[src/rtl/dspwm_defines.vh]
/*
 * Constants for the dual-slope frequency correct pwm block.
 * Assumes inclusion by bare name from rtl files.
 */
`ifndef DSPWM_DEFINES_VH
`define DSPWM_DEFINES_VH
// ==========================================
// waveform modes
`define DSPWM_MODE_CAPTOP 4'h8
`define DSPWM_MODE_CMPATOP 4'h9
`define DSPWM_MODE_PCCMPATOP 4'hb
// ==========================================
// output actions
`define DSPWM_ACT_OFF 2'h0
`define DSPWM_ACT_TOGGLE 2'h1
`define DSPWM_ACT_NONINV 2'h2
`define DSPWM_ACT_INV 2'h3
// ==========================================
// counter values, reset values and sizes
`define DSPWM_BOTTOM 16'h0000
`define DSPWM_MIN_TOP 16'h0003
`define DSPWM_RST_CMP 16'h0000
`define DSPWM_RST_TOP 16'hffff
`define DSPWM_NUM_CH 2
`define DSPWM_WIDTH 16
`endif

[src/rtl/dspwm_channel.v]
/*
 * One compare channel: double buffered compare value, match flag and
 * waveform output with pin enable.
 * Assumes tick is a one-cycle enable in the core_clk domain.
 */
`timescale 1ns/10ps
`default_nettype none
`include "dspwm_defines.vh"
module dspwm_channel #(
	parameter WIDTH = `DSPWM_WIDTH,
	parameter IS_A = 0
) (
	input wire core_clk,
	input wire srst,
	input wire tick,
	input wire pwm_mode,
	input wire toggle_ok,
	input wire at_bottom,
	input wire count_down,
	input wire [WIDTH-1:0] counter_value,
	input wire [WIDTH-1:0] top_value,
	input wire [WIDTH-1:0] compare_wr_data,
	input wire compare_wr,
	input wire [1:0] output_action_sel,
	input wire pin_direction_bit,
	input wire flag_clr,
	output wire [WIDTH-1:0] compare_value,
	output wire compare_match_flag,
	output wire compare_output,
	output wire pin_out,
	output wire pin_oe
);
	// ==========================================
	// buffer and active compare value
	reg [WIDTH-1:0] buf_ff;
	reg [WIDTH-1:0] act_ff;
	reg flag_ff;
	reg out_ff;
	wire match;
	wire connected;
	wire at_top;
	wire eff_down;
	always @(posedge core_clk) begin
		if (srst) begin
			buf_ff <= `DSPWM_RST_CMP;
			act_ff <= `DSPWM_RST_CMP;
		end else begin
			if (compare_wr) begin
				buf_ff <= compare_wr_data;
			end
			// reload only at bottom keeps both slopes equal
			if (tick && pwm_mode && at_bottom) begin
				act_ff <= compare_wr ? compare_wr_data : buf_ff;
			end
		end
	end
	// compare above top never equals the counter, so no match
	assign match = tick && pwm_mode && (counter_value == act_ff);
	// a match at bottom counts as rising and one at top as falling, so a
	// compare at bottom or at top gives a steady level
	assign at_top = (counter_value == top_value);
	assign eff_down = at_bottom ? 1'b0 : at_top ? 1'b1 : count_down;
	// ==========================================
	// flag: set wins over clear
	always @(posedge core_clk) begin
		if (srst) begin
			flag_ff <= 1'b0;
		end else if (match) begin
			flag_ff <= 1'b1;
		end else if (flag_clr) begin
			flag_ff <= 1'b0;
		end
	end
	// ==========================================
	// waveform
	always @(posedge core_clk) begin
		if (srst) begin
			out_ff <= 1'b0;
		end else if (match && pwm_mode) begin
			case (output_action_sel)
				`DSPWM_ACT_NONINV: out_ff <= eff_down;
				`DSPWM_ACT_INV: out_ff <= ~eff_down;
				`DSPWM_ACT_TOGGLE: out_ff <= (IS_A != 0 && toggle_ok) ? ~out_ff : out_ff;
				default: out_ff <= out_ff;
			endcase
		end
	end
	assign connected = (output_action_sel == `DSPWM_ACT_NONINV) ||
		(output_action_sel == `DSPWM_ACT_INV) ||
		(output_action_sel == `DSPWM_ACT_TOGGLE && IS_A != 0 && toggle_ok);
	assign pin_oe = connected && pin_direction_bit;
	assign pin_out = out_ff & pin_oe;
	assign compare_value = act_ff;
	assign compare_match_flag = flag_ff;
	assign compare_output = out_ff;
endmodule // dspwm_channel
`default_nettype wire

[src/rtl/dspwm_top.v]
/*
 * Dual-slope, phase and frequency correct pwm timer core with two
 * compare channels (a, b), a capture/top register and flags.
 * Assumes timer_tick comes from an outside prescaler in the core_clk
 * domain as a one-cycle enable, and that flag clears are one-cycle pulses.
 */
// Functional notes
// modes 8 and 9 count up then down
// noninverting: clear on up, set on down
// inverting: set on up, clear on down
// action two noninverted, three inverted
// top from capture (8) or compare a (9)
// counter stays at top one tick
// top from 0x0003 to full 16 bits
// channel match sets its match flag
// overflow flag set at bottom reload tick
// top reach sets a flag or capture flag
// software keeps top above all compares
// compare above top never matches
// compare reload only at bottom
// pin driven only when direction is output
// period is two times top times prescale
// bottom compare low, top compare high
// mode 9 toggle gives square wave
// fully synchronous, tick is only enable
// fixed period uses capture, varying uses a
// toggle only modes 9/11, else disconnected
// writes land in buffer until bottom
`timescale 1ns/10ps
`default_nettype none
`include "dspwm_defines.vh"
module dspwm_top #(
	parameter WIDTH = `DSPWM_WIDTH
) (
	input wire core_clk,
	input wire srst,
	input wire timer_tick,
	input wire [3:0] waveform_mode_sel,
	input wire [1:0] output_action_a_sel,
	input wire [1:0] output_action_b_sel,
	input wire [WIDTH-1:0] capture_wr_data,
	input wire capture_wr,
	input wire [WIDTH-1:0] compare_a_wr_data,
	input wire compare_a_wr,
	input wire [WIDTH-1:0] compare_b_wr_data,
	input wire compare_b_wr,
	input wire pin_direction_a_bit,
	input wire pin_direction_b_bit,
	input wire overflow_flag_clr,
	input wire capture_flag_clr,
	input wire compare_a_flag_clr,
	input wire compare_b_flag_clr,
	output wire [WIDTH-1:0] counter_value,
	output wire count_down,
	output wire [WIDTH-1:0] capture_value,
	output wire [WIDTH-1:0] compare_a_value,
	output wire [WIDTH-1:0] compare_b_value,
	output wire overflow_flag,
	output wire capture_flag,
	output wire compare_a_match_flag,
	output wire compare_b_match_flag,
	output wire compare_output_a,
	output wire compare_output_b,
	output wire pin_a_out,
	output wire pin_a_oe,
	output wire pin_b_out,
	output wire pin_b_oe
);
	// ==========================================
	// mode decode
	wire mode_cap;
	wire mode_cmpa;
	wire pwm_mode;
	wire toggle_ok;
	assign mode_cap = (waveform_mode_sel == `DSPWM_MODE_CAPTOP);
	assign mode_cmpa = (waveform_mode_sel == `DSPWM_MODE_CMPATOP);
	assign pwm_mode = mode_cap | mode_cmpa;
	assign toggle_ok = mode_cmpa || (waveform_mode_sel == `DSPWM_MODE_PCCMPATOP);

	// ==========================================
	// capture register, software written
	reg [WIDTH-1:0] cap_ff;
	always @(posedge core_clk) begin
		if (srst) begin
			cap_ff <= `DSPWM_RST_TOP;
		end else if (capture_wr) begin
			cap_ff <= capture_wr_data;
		end
	end
	assign capture_value = cap_ff;

	// ==========================================
	// top select
	// values below the minimum top are not blocked; software keeps them legal
	wire [WIDTH-1:0] top_value;
	assign top_value = mode_cmpa ? compare_a_value : cap_ff;

	// ==========================================
	// dual-slope counter
	// all state advances on core_clk; timer_tick only enables it
	reg [WIDTH-1:0] cnt_ff;
	reg down_ff;
	reg [WIDTH-1:0] nxt_cnt;
	reg nxt_down;
	wire at_top;
	wire at_bottom;
	assign at_top = (cnt_ff == top_value);
	assign at_bottom = (cnt_ff == `DSPWM_BOTTOM);
	always @* begin
		nxt_cnt = cnt_ff;
		nxt_down = down_ff;
		if (timer_tick && pwm_mode) begin
			if (!down_ff) begin
				if (at_top) begin
					// direction flips now, so top lasts one tick
					nxt_down = 1'b1;
					nxt_cnt = cnt_ff - 1'b1;
				end else begin
					nxt_cnt = cnt_ff + 1'b1;
				end
			end else begin
				if (at_bottom) begin
					nxt_down = 1'b0;
					nxt_cnt = cnt_ff + 1'b1;
				end else begin
					nxt_cnt = cnt_ff - 1'b1;
				end
			end
			// one period spans 2*top ticks, so 2*top*n clocks
		end
	end
	always @(posedge core_clk) begin
		if (srst) begin
			cnt_ff <= `DSPWM_BOTTOM;
			down_ff <= 1'b1;
		end else begin
			cnt_ff <= nxt_cnt;
			down_ff <= nxt_down;
		end
	end
	assign counter_value = cnt_ff;
	assign count_down = down_ff;

	// ==========================================
	// overflow and capture flags, set beats clear
	reg ovf_ff;
	reg capf_ff;
	wire tick_top;
	wire tick_bottom;
	assign tick_top = timer_tick && pwm_mode && at_top;
	assign tick_bottom = timer_tick && pwm_mode && at_bottom;
	always @(posedge core_clk) begin
		if (srst) begin
			ovf_ff <= 1'b0;
			capf_ff <= 1'b0;
		end else begin
			if (tick_bottom) begin
				ovf_ff <= 1'b1;
			end else if (overflow_flag_clr) begin
				ovf_ff <= 1'b0;
			end
			if (tick_top && mode_cap) begin
				capf_ff <= 1'b1;
			end else if (capture_flag_clr) begin
				capf_ff <= 1'b0;
			end
		end
	end
	assign overflow_flag = ovf_ff;
	assign capture_flag = capf_ff;

	// ==========================================
	// compare channels; in mode 9 channel a matching at top is its top flag
	dspwm_channel #(
		.WIDTH(WIDTH),
		.IS_A(1)
	) u_ch_a (
		.core_clk(core_clk),
		.srst(srst),
		.tick(timer_tick),
		.pwm_mode(pwm_mode),
		.toggle_ok(toggle_ok),
		.at_bottom(at_bottom),
		.count_down(down_ff),
		.counter_value(cnt_ff),
		.top_value(top_value),
		.compare_wr_data(compare_a_wr_data),
		.compare_wr(compare_a_wr),
		.output_action_sel(output_action_a_sel),
		.pin_direction_bit(pin_direction_a_bit),
		.flag_clr(compare_a_flag_clr),
		.compare_value(compare_a_value),
		.compare_match_flag(compare_a_match_flag),
		.compare_output(compare_output_a),
		.pin_out(pin_a_out),
		.pin_oe(pin_a_oe)
	);
	dspwm_channel #(
		.WIDTH(WIDTH),
		.IS_A(0)
	) u_ch_b (
		.core_clk(core_clk),
		.srst(srst),
		.tick(timer_tick),
		.pwm_mode(pwm_mode),
		.toggle_ok(toggle_ok),
		.at_bottom(at_bottom),
		.count_down(down_ff),
		.counter_value(cnt_ff),
		.top_value(top_value),
		.compare_wr_data(compare_b_wr_data),
		.compare_wr(compare_b_wr),
		.output_action_sel(output_action_b_sel),
		.pin_direction_bit(pin_direction_b_bit),
		.flag_clr(compare_b_flag_clr),
		.compare_value(compare_b_value),
		.compare_match_flag(compare_b_match_flag),
		.compare_output(compare_output_b),
		.pin_out(pin_b_out),
		.pin_oe(pin_b_oe)
	);
endmodule // dspwm_top
`default_nettype wire

[config.mk]
export PLATFORM = sky130hd
export DESIGN_NAME = dspwm_top
export DESIGN_NICKNAME = d
export VERILOG_FILES = /design/src/rtl/dspwm_channel.v /design/src/rtl/dspwm_top.v
export VERILOG_INCLUDE_DIRS = /design/src /design/src/rtl
export SDC_FILE = /design/constraint.sdc
export NUM_CORES = 1
export LEC_CHECK = 0
export BUFFER_PORTS_ARGS = -buffer_cell sky130_fd_sc_hd__buf_2
export CELL_PAD_IN_SITES_DETAIL_PLACEMENT = 1
export CELL_PAD_IN_SITES_GLOBAL_PLACEMENT = 2
export CORE_MARGIN = 1
export CORE_UTILIZATION = 34
export DETAILED_ROUTE_END_ITERATION = 6
export PLACE_DENSITY_LB_ADDON = 0.1
export SLEW_MARGIN = 10
export SYNTH_ARGS = -nofsm -noshare
export SYNTH_HDL_FRONTEND = slang
export SYNTH_HIERARCHICAL = 1
export SYNTH_SLANG_ARGS = --single-unit
[constraint.sdc]
create_clock -name core_clk -period 7.8 [get_ports core_clk]
set_clock_uncertainty 0.2 [all_clocks]
set_input_delay 0.78 -clock core_clk [delete_from_list [all_inputs] [get_ports core_clk]]
set_output_delay 0.78 -clock core_clk [all_outputs]
set_load 0.005 [all_outputs]
== Yosys cells after proc, flatten, opt, wreduce, memory -nomap -nowiden ==
Cells that the tools add are included.

* ROM bits: 0
* RAM bits: 0
* Word-level logic and storage cells: 78
* Register bits after elaboration: 103
* Memories kept: 0
* Latch bits: 0
* Input bits: 68
* Output and inout port bits: 75

* Divide/modulo/power cells: 0
* Mux-type cells: 22
* Eq/ne operators: 12
* Add/subtract/negate cells: 2
* Reductions and logical operators: 24
* Bitwise gates (word level): 5
* Shifts and indexed selects: 0
* $mul: 0
* Magnitude comparators: 0

{| class="wikitable"
|+ Operators by type and width
! kind !! count
|-
| two-way mux 16 bit || 6
|-
| equality test 16 bit || 3
|-
| adder 16 x 1 -> 16 bit (second input constant) || 1
|-
| zero test 16 bit || 1
|-
| subtractor 16 x 1 -> 16 bit (second input constant) || 1
|-
| two-way mux 1 bit || 14
|-
| equality test 4 bit (second input constant) || 3
|-
| logical AND 1 bit || 11
|-
| nonzero test 2 bit || 5
|-
| equality test 2 bit (second input constant) || 4
|-
| logical OR 1 bit || 4
|-
| case mux 1 bit (3 select lines) || 1
|-
| AND reduction 3 bit || 1
|-
| nonzero test 3 bit || 1
|-
| bitwise AND 1 bit || 2
|-
| equality test 2 x 1 -> 1 bit (second input constant) || 1
|-
| inequality test 2 x 1 -> 1 bit (second input constant) || 1
|-
| inverter 1 bit || 2
|-
| case mux 1 bit (2 select lines) || 1
|-
| AND reduction 2 bit || 1
|-
| bitwise OR 1 bit || 1
|}

== Longest topological paths before layout ==
Gate-level depths: netlist of run 1.

* Word-level depth: 7
* Depth in mapped cells: 11
* Depth with buffers taken out: 9

== Modules after synthesis ==
The synthesis of run 1 kept the hierarchy.

{| class="wikitable"
|+ Modules (own cells, without submodules)
! module !! times used !! area an instance (um^2) !! cells each
|-
| dspwm_top || 1 || 2476.1 || 318
|-
| dspwm_channel at u_ch_a || 1 || 1591.5 || 166
|-
| dspwm_channel at u_ch_b || 1 || 1556.5 || 163
|}

== Least setup slack after synthesis of run 1 ==
Ideal clock, no wire load.

* Kind: input port to flip-flop
* Start: input waveform_mode_sel[1]
* End: register cnt_ff[15] (netlist: counter_value[15])
* Cell stages on the path: 9
* Arrival time: 3.198 ns
* Slack: 4.325 ns
* Cells stage by stage: nor4bb_1 buf_2 mux2_2 xor2_1 nor4_1 a31oi_4 or4_1 and3_1 nor3_1

* Word-level cells in the longest chain between the ends: 5
* Elaborated cells on any way between the ends: 8
* Those cells by class: 3 x eq/ne; 3 x mux; 1 x bitwise; 1 x reduce/logical

{| class="wikitable"
|+ RTL lines
! what !! RTL line !! source
|-
| from (decl) || dspwm_top.v:38 || <nowiki>input wire [3:0] waveform_mode_sel,</nowiki>
|-
| equality test 4 bit (no line) || -- ||
|-
| two-way mux 16 bit || dspwm_top.v:96 || <nowiki>assign top_value = mode_cmpa ? compare_a_value : cap_ff;</nowiki>
|-
| via top_value[14] || dspwm_top.v:95 || <nowiki>wire [WIDTH-1:0] top_value;</nowiki>
|-
| equality test 16 bit || dspwm_top.v:107 || <nowiki>assign at_top = (cnt_ff == top_value);</nowiki>
|-
| two-way mux 16 bit || dspwm_top.v:114 || <nowiki>if (at_top) begin</nowiki>
|-
| two-way mux 16 bit || dspwm_top.v:113 || <nowiki>if (!down_ff) begin</nowiki>
|-
| to (signal assigned) || dspwm_top.v:134 || <nowiki>cnt_ff <= `DSPWM_BOTTOM;</nowiki>
|-
| to (signal assigned) || dspwm_top.v:137 || <nowiki>cnt_ff <= nxt_cnt;</nowiki>
|-
| to (decl) || dspwm_top.v:101 || <nowiki>reg [WIDTH-1:0] cnt_ff;</nowiki>
|}

The timed path passes the listed nets, and every way through them passes these cells.
A chain may end at the register's enable or synchronous reset.

== Worst setup path in the final report of run 1 ==
* Start: register cnt_ff[7] (netlist: counter_value[7])
* End: register u_ch_b.act_ff[6] (netlist: u_ch_b/compare_value[6])

* Word-level cells in the longest chain between the ends: 2

{| class="wikitable"
|+ RTL lines
! what !! RTL line !! source
|-
| zero test 16 bit (no line) || -- ||
|-
| via at_bottom || dspwm_top.v:106 || <nowiki>wire at_bottom;</nowiki>
|-
| logical AND 1 bit || dspwm_channel.v:52 || <nowiki>if (tick && pwm_mode && at_bottom) begin</nowiki>
|-
| to (signal assigned) || dspwm_channel.v:46 || <nowiki>act_ff <= `DSPWM_RST_CMP;</nowiki>
|-
| to (signal assigned) || dspwm_channel.v:53 || <nowiki>act_ff <= compare_wr ? compare_wr_data : buf_ff;</nowiki>
|-
| to (decl) || dspwm_channel.v:36 || <nowiki>reg [WIDTH-1:0] act_ff;</nowiki>
|}

The timed path passes the listed nets, and every way through them passes these cells.

==> results.md, run 1 <==
- Post-Syn Instances: 647
- CTS sink count: 103
- Remaining DRCs: 0
- Core area: 16,000 µm²
- TNS Setup: 0 ns
- Worst setup EP type: register
- I/O pins: 143
- GR Util All Layers: 0.231
- Yosys top cell area share: 0.367
- Crit-path cells: or4_4 -> or4_4 -> nor3_4 -> and3_1 -> nor2_1 -> a211oi_1
- Flop pwr share: 0.462
- Asr flop ratio synth: 0
- Yosys top cell by area: dfxtp_1
- Detail Route Antenna Nets: 0
- Cell Int Power: a little under 900 µW
- Worst setup SP type: register
- Synthesized area per cell: 8.69 µm²
- Gp weighted congestion: 0.849
- R2R setup slack: 3.87 ns
- Diode count: 0
- CTS tree: yes
- Synthesis-to-layout area growth: 19.9%
- Yosys cell types: 61
- RR Startpoint: counter_value[7]
- Fmax: between 200 and 300 MHz
- Total Wirelength: 19,000 µm
- Clock Tree Root: clkbuf_16
- CTS clk-pin slew, worst paths: 0.08 ns
- Total power: 1.28 mW
- Rel. slew slack: 0.236
- Via-per-instance ratio: about 5.2
- Detailed-route via count: 5,084
- Slowest-stage cell, CP: and3_1
- Cts repair resizes: 0
- Post-synth top cells: dfxtp_1 (103), nor2_1 (90), xor2_1 (49)
- Largest net degree at the start of global routing: around 110
- Sw frac: 0.309
- Post-route fraction of the period consumed by the critical path: 0.504
- Ratio of cells with drive above 1 in the final layout: 0.236
- Max-slew violations: 0
- DIE AREA: approximately 17,000 µm²
- Setup bufs post-CTS: 0
- Sequential fraction of the synthesis area: 0.367
- Top FF cell, synth: dfxtp_1
- Hold-critical path endpoint: u_ch_a/compare_match_flag
- Power per Cell Area: 190 nW/µm²
- Leakage power figure: 2.92 nW
- Final nets: 830
- RSZ-0062 raised after global routing: no
- Htree depth: 3
- Clk_lat worst skew: 0.36 ns
- # port buffers: 142
- Final setup vio count: 0
- Placed cell count: slightly below 1,000
- YS warnings: 6
- Hold Violations, Final: 0
- Die W: 131 µm
- Final cell count without fillers: just under 1,000
- Net Switching: ~400 µW
- R2r endpoint: u_ch_b/compare_value[6]
- Top-count cell post-synth: dfxtp_1
- Clk pwr share: 0.355
- Data required, critical path: 7.86 ns
- Clock Path Buffers: 2
- Post-DP HPWL: approximately 14,000 µm
- Post-synth EDFFs: 0
- Cell Area, Synth: between 5000 and 6000 µm²
- Status: completed
- Most area-consuming cells after synthesis: dfxtp_1 (37%), mux2i_1 (8.2%), xor2_1 (7.6%)
- Num CTS Buffers: 9
- Worst reg2reg path depth: 6
- Net count after synthesis: 718
- Yosys reg bits: ~100
- DRT iter0 DRCs: 167
- Placed Area: around 6500 µm²
- First-pass GRT wire length: 29,000 µm
- Antenna violations before repair: 0
- # rows: 46
- VDD IR-drop max: 130 µV
- WHS Path Cells: 2
- CP Max Fanout: 32
- Combinational Power Share: 0.184
- Hold Crit Class: reg -> reg
- Minimum hold slack: 0.281 ns
- Avg WL per Cell: a little under 20 µm
- Max_cap viols: 0
- Final min period: 3.93 ns
- Hold Buf Count CTS: 0
- Number of global-route vias before repair: 5,041
- GRT overflow: 0
- Initial Util: 0.352
- Fin area: 6750 µm²
- Crit-path most repeated cell: or4_4
- CP Class: reg -> reg
- Max stage delay on crit path: 1.00 ns
- DRT Pass-1 Iters: 4
- Worst-Margin Slew: 1.15 ns
- Critical path data arrival time: 3.98 ns
- Chip height: 131 µm
- Worst Min Path Start: u_ch_a/compare_match_flag
==> worst max path at each step <==
stage	startpoint	endpoint	cells after the start
floorplan	waveform_mode_sel[1]	counter_value[15]	9
global placement	waveform_mode_sel[1]	counter_value[15]	10
detailed placement	waveform_mode_sel[1]	counter_value[15]	10
CTS	counter_value[7]	u_ch_a/compare_value[13]	6
global route	counter_value[7]	u_ch_a/compare_value[13]	6
finish	counter_value[7]	u_ch_b/compare_value[6]	6
==> layout make-up <==
| cell class | count | area [µm²] |
|---|---|---|
| well taps | 216 | 270 |
| multi-input cells | 482 | 3320 |
| clock inverters | 6 | 62.6 |
| clock buffers | 10 | 229 |
| fillers | 1954 | 9260 |
| flip-flops and latches | 103 | 2060 |
| inverters | 19 | 72.6 |
| repair buffers | 144 | 728 |
==> power by group through the flow <==
stage / logic (mW) / clock network (mW) / registers, mW
final: 0.235 / 0.453 / 0.590
after global routing: 0.260 / 0.492 / 0.594
after CTS: 0.237 / 0.470 / 0.591
after detailed placement: 0.236 / 0 / 0.603
after global placement: 0.230 / 0 / 0.602
after floorplan: 0.168 / 0 / 0.587
==> metal layers <==
metal | vias to the layer above | global-route usage | wire, µm
li1 | 2481 | - | -
met1 | 2488 | 0.319 | 9250
met5 | - | 0 | 0
met4 | 0 | 0.0494 | 135
met2 | 107 | 0.371 | 8800
met3 | 8 | 0.0436 | 843
==> stage by stage <==
| step | worst slack (ns) | util |
|---|---|---|
| floorplan | 4.32 | - |
| global placement | 3.76 | 0.403 |
| detailed placement | 3.63 | 0.403 |
| CTS | 3.86 | 0.422 |
| global route | 3.60 | 0.422 |
| finish | 3.87 | 0.422 |
==> logic make-up (layout without fill, tap and decap cells) <==
family | count (synthesis) | count (layout) | synth area share
and+or+nand+nor | 244 | 244 | 0.219
DFF | 103 | 103 | 0.367
AOI/OAI and AO/OA | 95 | 95 | 0.132
xor gates and xnor gates | 91 | 91 | 0.142
buffers and inverters | 62 | 179 | 0.0456
muxes | 49 | 49 | 0.0879
adders and majority gates | 3 | 3 | 0.00667
==> cells in the final DEF, fill, tap and decap left out, types with 2 or more instances in the layout <==
master and count:
nand4_1 12, xor2_1 49, nand2b_1 3, nand3_1 11, nor2_1 90, nor2b_1 23, and2_1 4, or3_1 5
mux2_2 3, or4_4 2, and3_1 8, a211o_1 18, nor4_2 2, nor4_1 14, o22ai_1 2, ha_1 3
buf_2 141, mux2i_1 46, nand2_1 44, and3_2 2, a311oi_1 2, buf_4 3, clkbuf_16 9, dfxtp_1 103
a221oi_1 3, inv_1 18, inv_6 3, a2bb2oi_1 2, a211oi_1 32, xnor2_1 42, a21oi_1 14, a31oi_1 2
o21a_1 2, o21ai_0 5, nor3_1 12
==> flip-flops by register name (all words and copies together), names as in the netlist, 16 cells and up <==
| register | count |
|---|---|
| u_ch_b/compare_value | 16 |
| counter_value | 16 |
| u_ch_a/buf_ff | 16 |
| capture_value | 16 |
| u_ch_b/buf_ff | 16 |
| u_ch_a/compare_value | 16 |
==> worst max-delay path, delay by kind of cell (launching register included) <==
kind / cells / cell delay, ns
compound gates: 1 / 0.30
flops: 1 / 0.59
simple gates: 5 / 2.71
No activity file was read; power rests on OpenSTA's default activity.
==> run 2: changes to the inputs <==
--- a/config.mk
+++ b/config.mk
@@ -6,11 +6,12 @@
 export SDC_FILE = /design/constraint.sdc
 export NUM_CORES = 1
 export LEC_CHECK = 0
+export ABC_AREA = 1
 export BUFFER_PORTS_ARGS = -buffer_cell sky130_fd_sc_hd__buf_2
 export CELL_PAD_IN_SITES_DETAIL_PLACEMENT = 1
 export CELL_PAD_IN_SITES_GLOBAL_PLACEMENT = 2
 export CORE_MARGIN = 1
-export CORE_UTILIZATION = 34
+export CORE_UTILIZATION = 26
 export DETAILED_ROUTE_END_ITERATION = 6
 export PLACE_DENSITY_LB_ADDON = 0.1
 export SLEW_MARGIN = 10
==> constraint.sdc (replaced) <==
create_clock -name core_clk -period 3.1 [get_ports core_clk]
set_clock_uncertainty 0.2 [all_clocks]
set_input_delay 0.31 -clock core_clk [delete_from_list [all_inputs] [get_ports core_clk]]
set_output_delay 0.31 -clock core_clk [all_outputs]
set_load 0.005 [all_outputs]
==> run 2 against run 1 <==
Effect of this change: power increased to 2.8 times the previous value; highest routed layer unchanged; design area increased by 22%; setup slack got worse by 3.4 ns; hold slack got worse by 0.27 ns; largest power group unchanged; utilization decreased by 8.6 points; routed wire length increased by 37%.
==> results.md, run 2 <==
- Status: completed (unchanged)
- Yosys cell types: 34 (was 61)
- Met2 usage: 0.357 (was 0.371)
- Chip height: 160 µm (was 131 µm)
- CP Class: reg -> reg (unchanged)
- DRT Pass-1 Iters: 4 (unchanged)
- Met1 GRT Util: 0.271 (was 0.319)
- Fin area: 8210 µm² (was 6750 µm²)
- Max stage delay on crit path: 0.74 ns (was 1.00 ns)
- Worst slack, placed: 0.404 ns (was 3.63 ns)
- Busiest layer in global routing: met2 (unchanged)
- Gp weighted congestion: 0.818 (was 0.849)
- Synthesized area per cell: 6.39 µm² (was 8.69 µm²)
- Synthesis-to-layout area growth: 26.0% (was 19.9%)
- Largest net degree at the start of global routing: 63 (was 106)
- Sequential fraction of the synthesis area: 0.317 (was 0.367)
- Layout fillers: 3,192 (was 1,954)
- I/O pins: 143 (unchanged)
- GR Layer Usage met3: 0.0309 (was 0.0436)
- Post-DP HPWL: 20,100 µm (was 13,600 µm)
- Cell Area, Synth: 6510 µm² (was 5620 µm²)
- Commonest non-fill, non-tap cells in the layout: nand2_1 (321), buf_2 (142), inv_1 (135), nor2_1 (104), dfxtp_1 (103) (was buf_2 (141), dfxtp_1 (103), nor2_1 (90), xor2_1 (49), mux2i_1 (46))
- GRT overflow: 0 (unchanged)
- Placed cell count: 1,477 (was 964)
- Core area: 24,500 µm² (was 16,000 µm²)
- Rel. slew slack: 0.570 (was 0.236)
- Detailed-route via count: 6,954 (was 5,084)
- Via-per-instance ratio: 4.59 (was 5.19)
- Clk pwr share: 0.360 (was 0.355)
- DRT iter0 DRCs: 299 (was 167)
- Critical path data arrival time: 2.71 ns (was 3.98 ns)
- Antenna violations before repair: 0 (unchanged)
- Sw frac: 0.338 (was 0.309)
- Most common cell after layout, fill and taps aside: nand2_1 (was buf_2)
- Avg WL per Cell: 17.2 µm (was 19.4 µm)
- Yosys reg bits: 103 (unchanged)
- Initial Util: 0.266 (was 0.352)
- Minimum hold slack: 0.0120 ns (was 0.281 ns)
- Clk_lat worst skew: 0.36 ns (about the same)
- Num CTS Buffers: 9 (unchanged)
- Top-count cell post-synth: nand2_1 (was dfxtp_1)
- Total power: 3.58 mW (was 1.28 mW)
- Cts repair resizes: 0 (unchanged)
- Final min period: 2.61 ns (was 3.93 ns)
- Ratio of cells with drive above 1 in the final layout: 0.192 (was 0.236)
- Clock Tree Root: clkbuf_16 (unchanged)
- Final nets: 1,257 (was 830)
- GR Util All Layers: 0.207 (was 0.231)
- Htree depth: 3 (unchanged)
- VDD IR-drop max: 234 µV (was 130 µV)
- Number of global-route vias before repair: 6,942 (was 5,041)
- Seq. cell area: 2060 µm² (unchanged)
- First-pass GRT wire length: 40,300 µm (was 29,000 µm)
- Data required, critical path: 3.19 ns (was 7.86 ns)
- Fmax: 383 MHz (was 255 MHz)
- YS warnings: 6 (unchanged)
- Cell Int Power: 2.37 mW (was 884 µW)
- Slowest-stage cell, CP: dfxtp_1 (was and3_1)
- Max_cap viols: 0 (unchanged)
- DIE AREA: 25,700 µm² (was 17,100 µm²)
- Die W: 160 µm (was 131 µm)
- Clock Path Buffers: 2 (unchanged)
- TNS Setup: 0 ns (unchanged)
- Total Wirelength: 26,100 µm (was 19,000 µm)
- Most area-consuming cells after synthesis: dfxtp_1 (32%), nand2_1 (18%), inv_1 (7.8%) (was dfxtp_1 (37%), mux2i_1 (8.2%), xor2_1 (7.6%))
- Leakage power figure: 4.23 nW (was 2.92 nW)
- CTS clk-pin slew, worst paths: 0.08 ns (about the same)
- Net Switching: 1.21 mW (was 395 µW)
- Worst setup SP type: register (unchanged)
- Crit-path most repeated cell: nand3_1 (was or4_4)
- Power per Cell Area: 436 nW/µm² (was 190 nW/µm²)
- Yosys top cell area share: 0.317 (was 0.367)
- Combinational Power Share: 0.237 (was 0.184)
- Post-route fraction of the period consumed by the critical path: 0.843 (was 0.504)
- Placed Area: 7670 µm² (was 6450 µm²)
- CP Max Fanout: 14 (was 32)
- Final cell count without fillers: 1,515 (was 980)
- Final setup vio count: 0 (unchanged)
- Detail Route Antenna Nets: 0 (unchanged)
- RSZ-0062 raised after global routing: no (unchanged)
- Hold Violations, Final: 0 (unchanged)
- Flop pwr share: 0.403 (was 0.462)
- Post-synth EDFFs: 0 (unchanged)
- Max-slew violations: 0 (unchanged)
- # port buffers: 142 (unchanged)
- Diode count: 0 (unchanged)
- Post-synth top cells: nand2_1 (321), inv_1 (135), nor2_1 (104) (was dfxtp_1 (103), nor2_1 (90), xor2_1 (49))
- CTS tree: yes (unchanged)
- Worst setup margin: 0.487 ns (was 3.87 ns)
- Asr flop ratio synth: 0 (unchanged)
- Crit-path cells: nand2_1 -> nor3_1 -> nand3_1 -> nor2_1 -> nand3_1 -> xor2_1 -> inv_1 -> nand3_2 -> nand3_1 -> a21oi_1 (was or4_4 -> or4_4 -> nor3_4 -> and3_1 -> nor2_1 -> a211oi_1)
- Final core utilization: 0.336 (was 0.422)
- Worst-Margin Slew: 0.644 ns (was 1.15 ns)
- Top FF cell, synth: dfxtp_1 (unchanged)
- Yosys top cell by area: dfxtp_1 (unchanged)
- # rows: 57 (was 46)
- Setup bufs post-CTS: 0 (unchanged)
- Hold Crit Class: in -> reg (was reg -> reg)
- Remaining DRCs: 0 (unchanged)
- Post-Syn Instances: 1,019 (was 647)
- Worst setup EP type: register (unchanged)
- Area of the multi-input gates: 3670 µm² (was 3320 µm²)
- CTS sink count: 103 (unchanged)
- Net count after synthesis: 1,090 (was 718)
## run 2: changes by cell type in the layout (fill, tap and decap cells not counted), moves of 23 or more
cell | before | now
nand2_1 | 44 | 321
inv_1 | 18 | 135
xnor2_1 | 42 | 8
buf_4 | 3 | 29
a211oi_1 | 32 | 0
a21oi_1 | 14 | 58
nor2b_1 | 23 | 0
nand3_1 | 11 | 80
## run 2: final cells by class
| type | count | area share |
|---|---|---|
| sequential | 103 | 0.251 |
| clock buffer | 9 | 0.0274 |
| tap | 324 | 0.0494 |
| clock inverter | 7 | 0.0119 |
| multi-input combinational | 733 | 0.447 |
| timing repair buffer | 196 | 0.147 |
| inverter | 143 | 0.0654 |
## run 2: final timing paths
path | startpoint | endpoint | slack, ns | cells after the start
hold / removal | compare_a_wr_data[4] | u_ch_a/buf_ff[4] | 0.01 | 3
setup reg to reg | counter_value[4] | counter_value[14] | 0.49 | 10
setup / recovery | counter_value[4] | counter_value[14] | 0.49 | 10
hold reg to reg | u_ch_b/compare_match_flag | u_ch_b/compare_match_flag | 0.27 | 2
## run 2: per-layer routing
metal / vias up / share of wire
li1: 3518 / -
met1: 3281 / 0.47
met2: 140 / 0.48
met3: 15 / 0.042
met4: 0 / 0.012
met5: - / 0
## run 2: what timing repair did
item	4_1_cts	5_1_grt
hold buffers	22	0
hold endpoints to repair	22	0
endpoints found under the setup margin	0	0
## run 2: cell families (layout without fill, tap and decap cells)
family,after synthesis,after routing,share of synthesized area
xor+xnor,38,38,0.0511
mux,32,32,0.0492
fa+ha+maj,3,3,0.00576
compound gates,101,101,0.0862
flops,103,103,0.317
simple gates,559,559,0.372
buf+inv,183,355,0.119
## run 2: critical path, delay by kind of cell (launching register included)
family	cells	cell delay [ns]
and+or+nand+nor	7	1.21
xor gates and xnor gates	1	0.19
DFF	1	0.74
buffers and inverters	1	0.07
AOI/OAI and AO/OA	1	0.13
## run 2: power groups by stage
stage / registers (mW) / logic, mW / clock network (mW)
2_1_floorplan: 1.47 / 0.532 / 0
3_5_place_dp: 1.48 / 0.834 / 0
6_report: 1.44 / 0.848 / 1.29
3_3_place_gp: 1.48 / 0.828 / 0
4_1_cts: 1.45 / 0.858 / 1.33
5_1_grt: 1.45 / 0.959 / 1.37
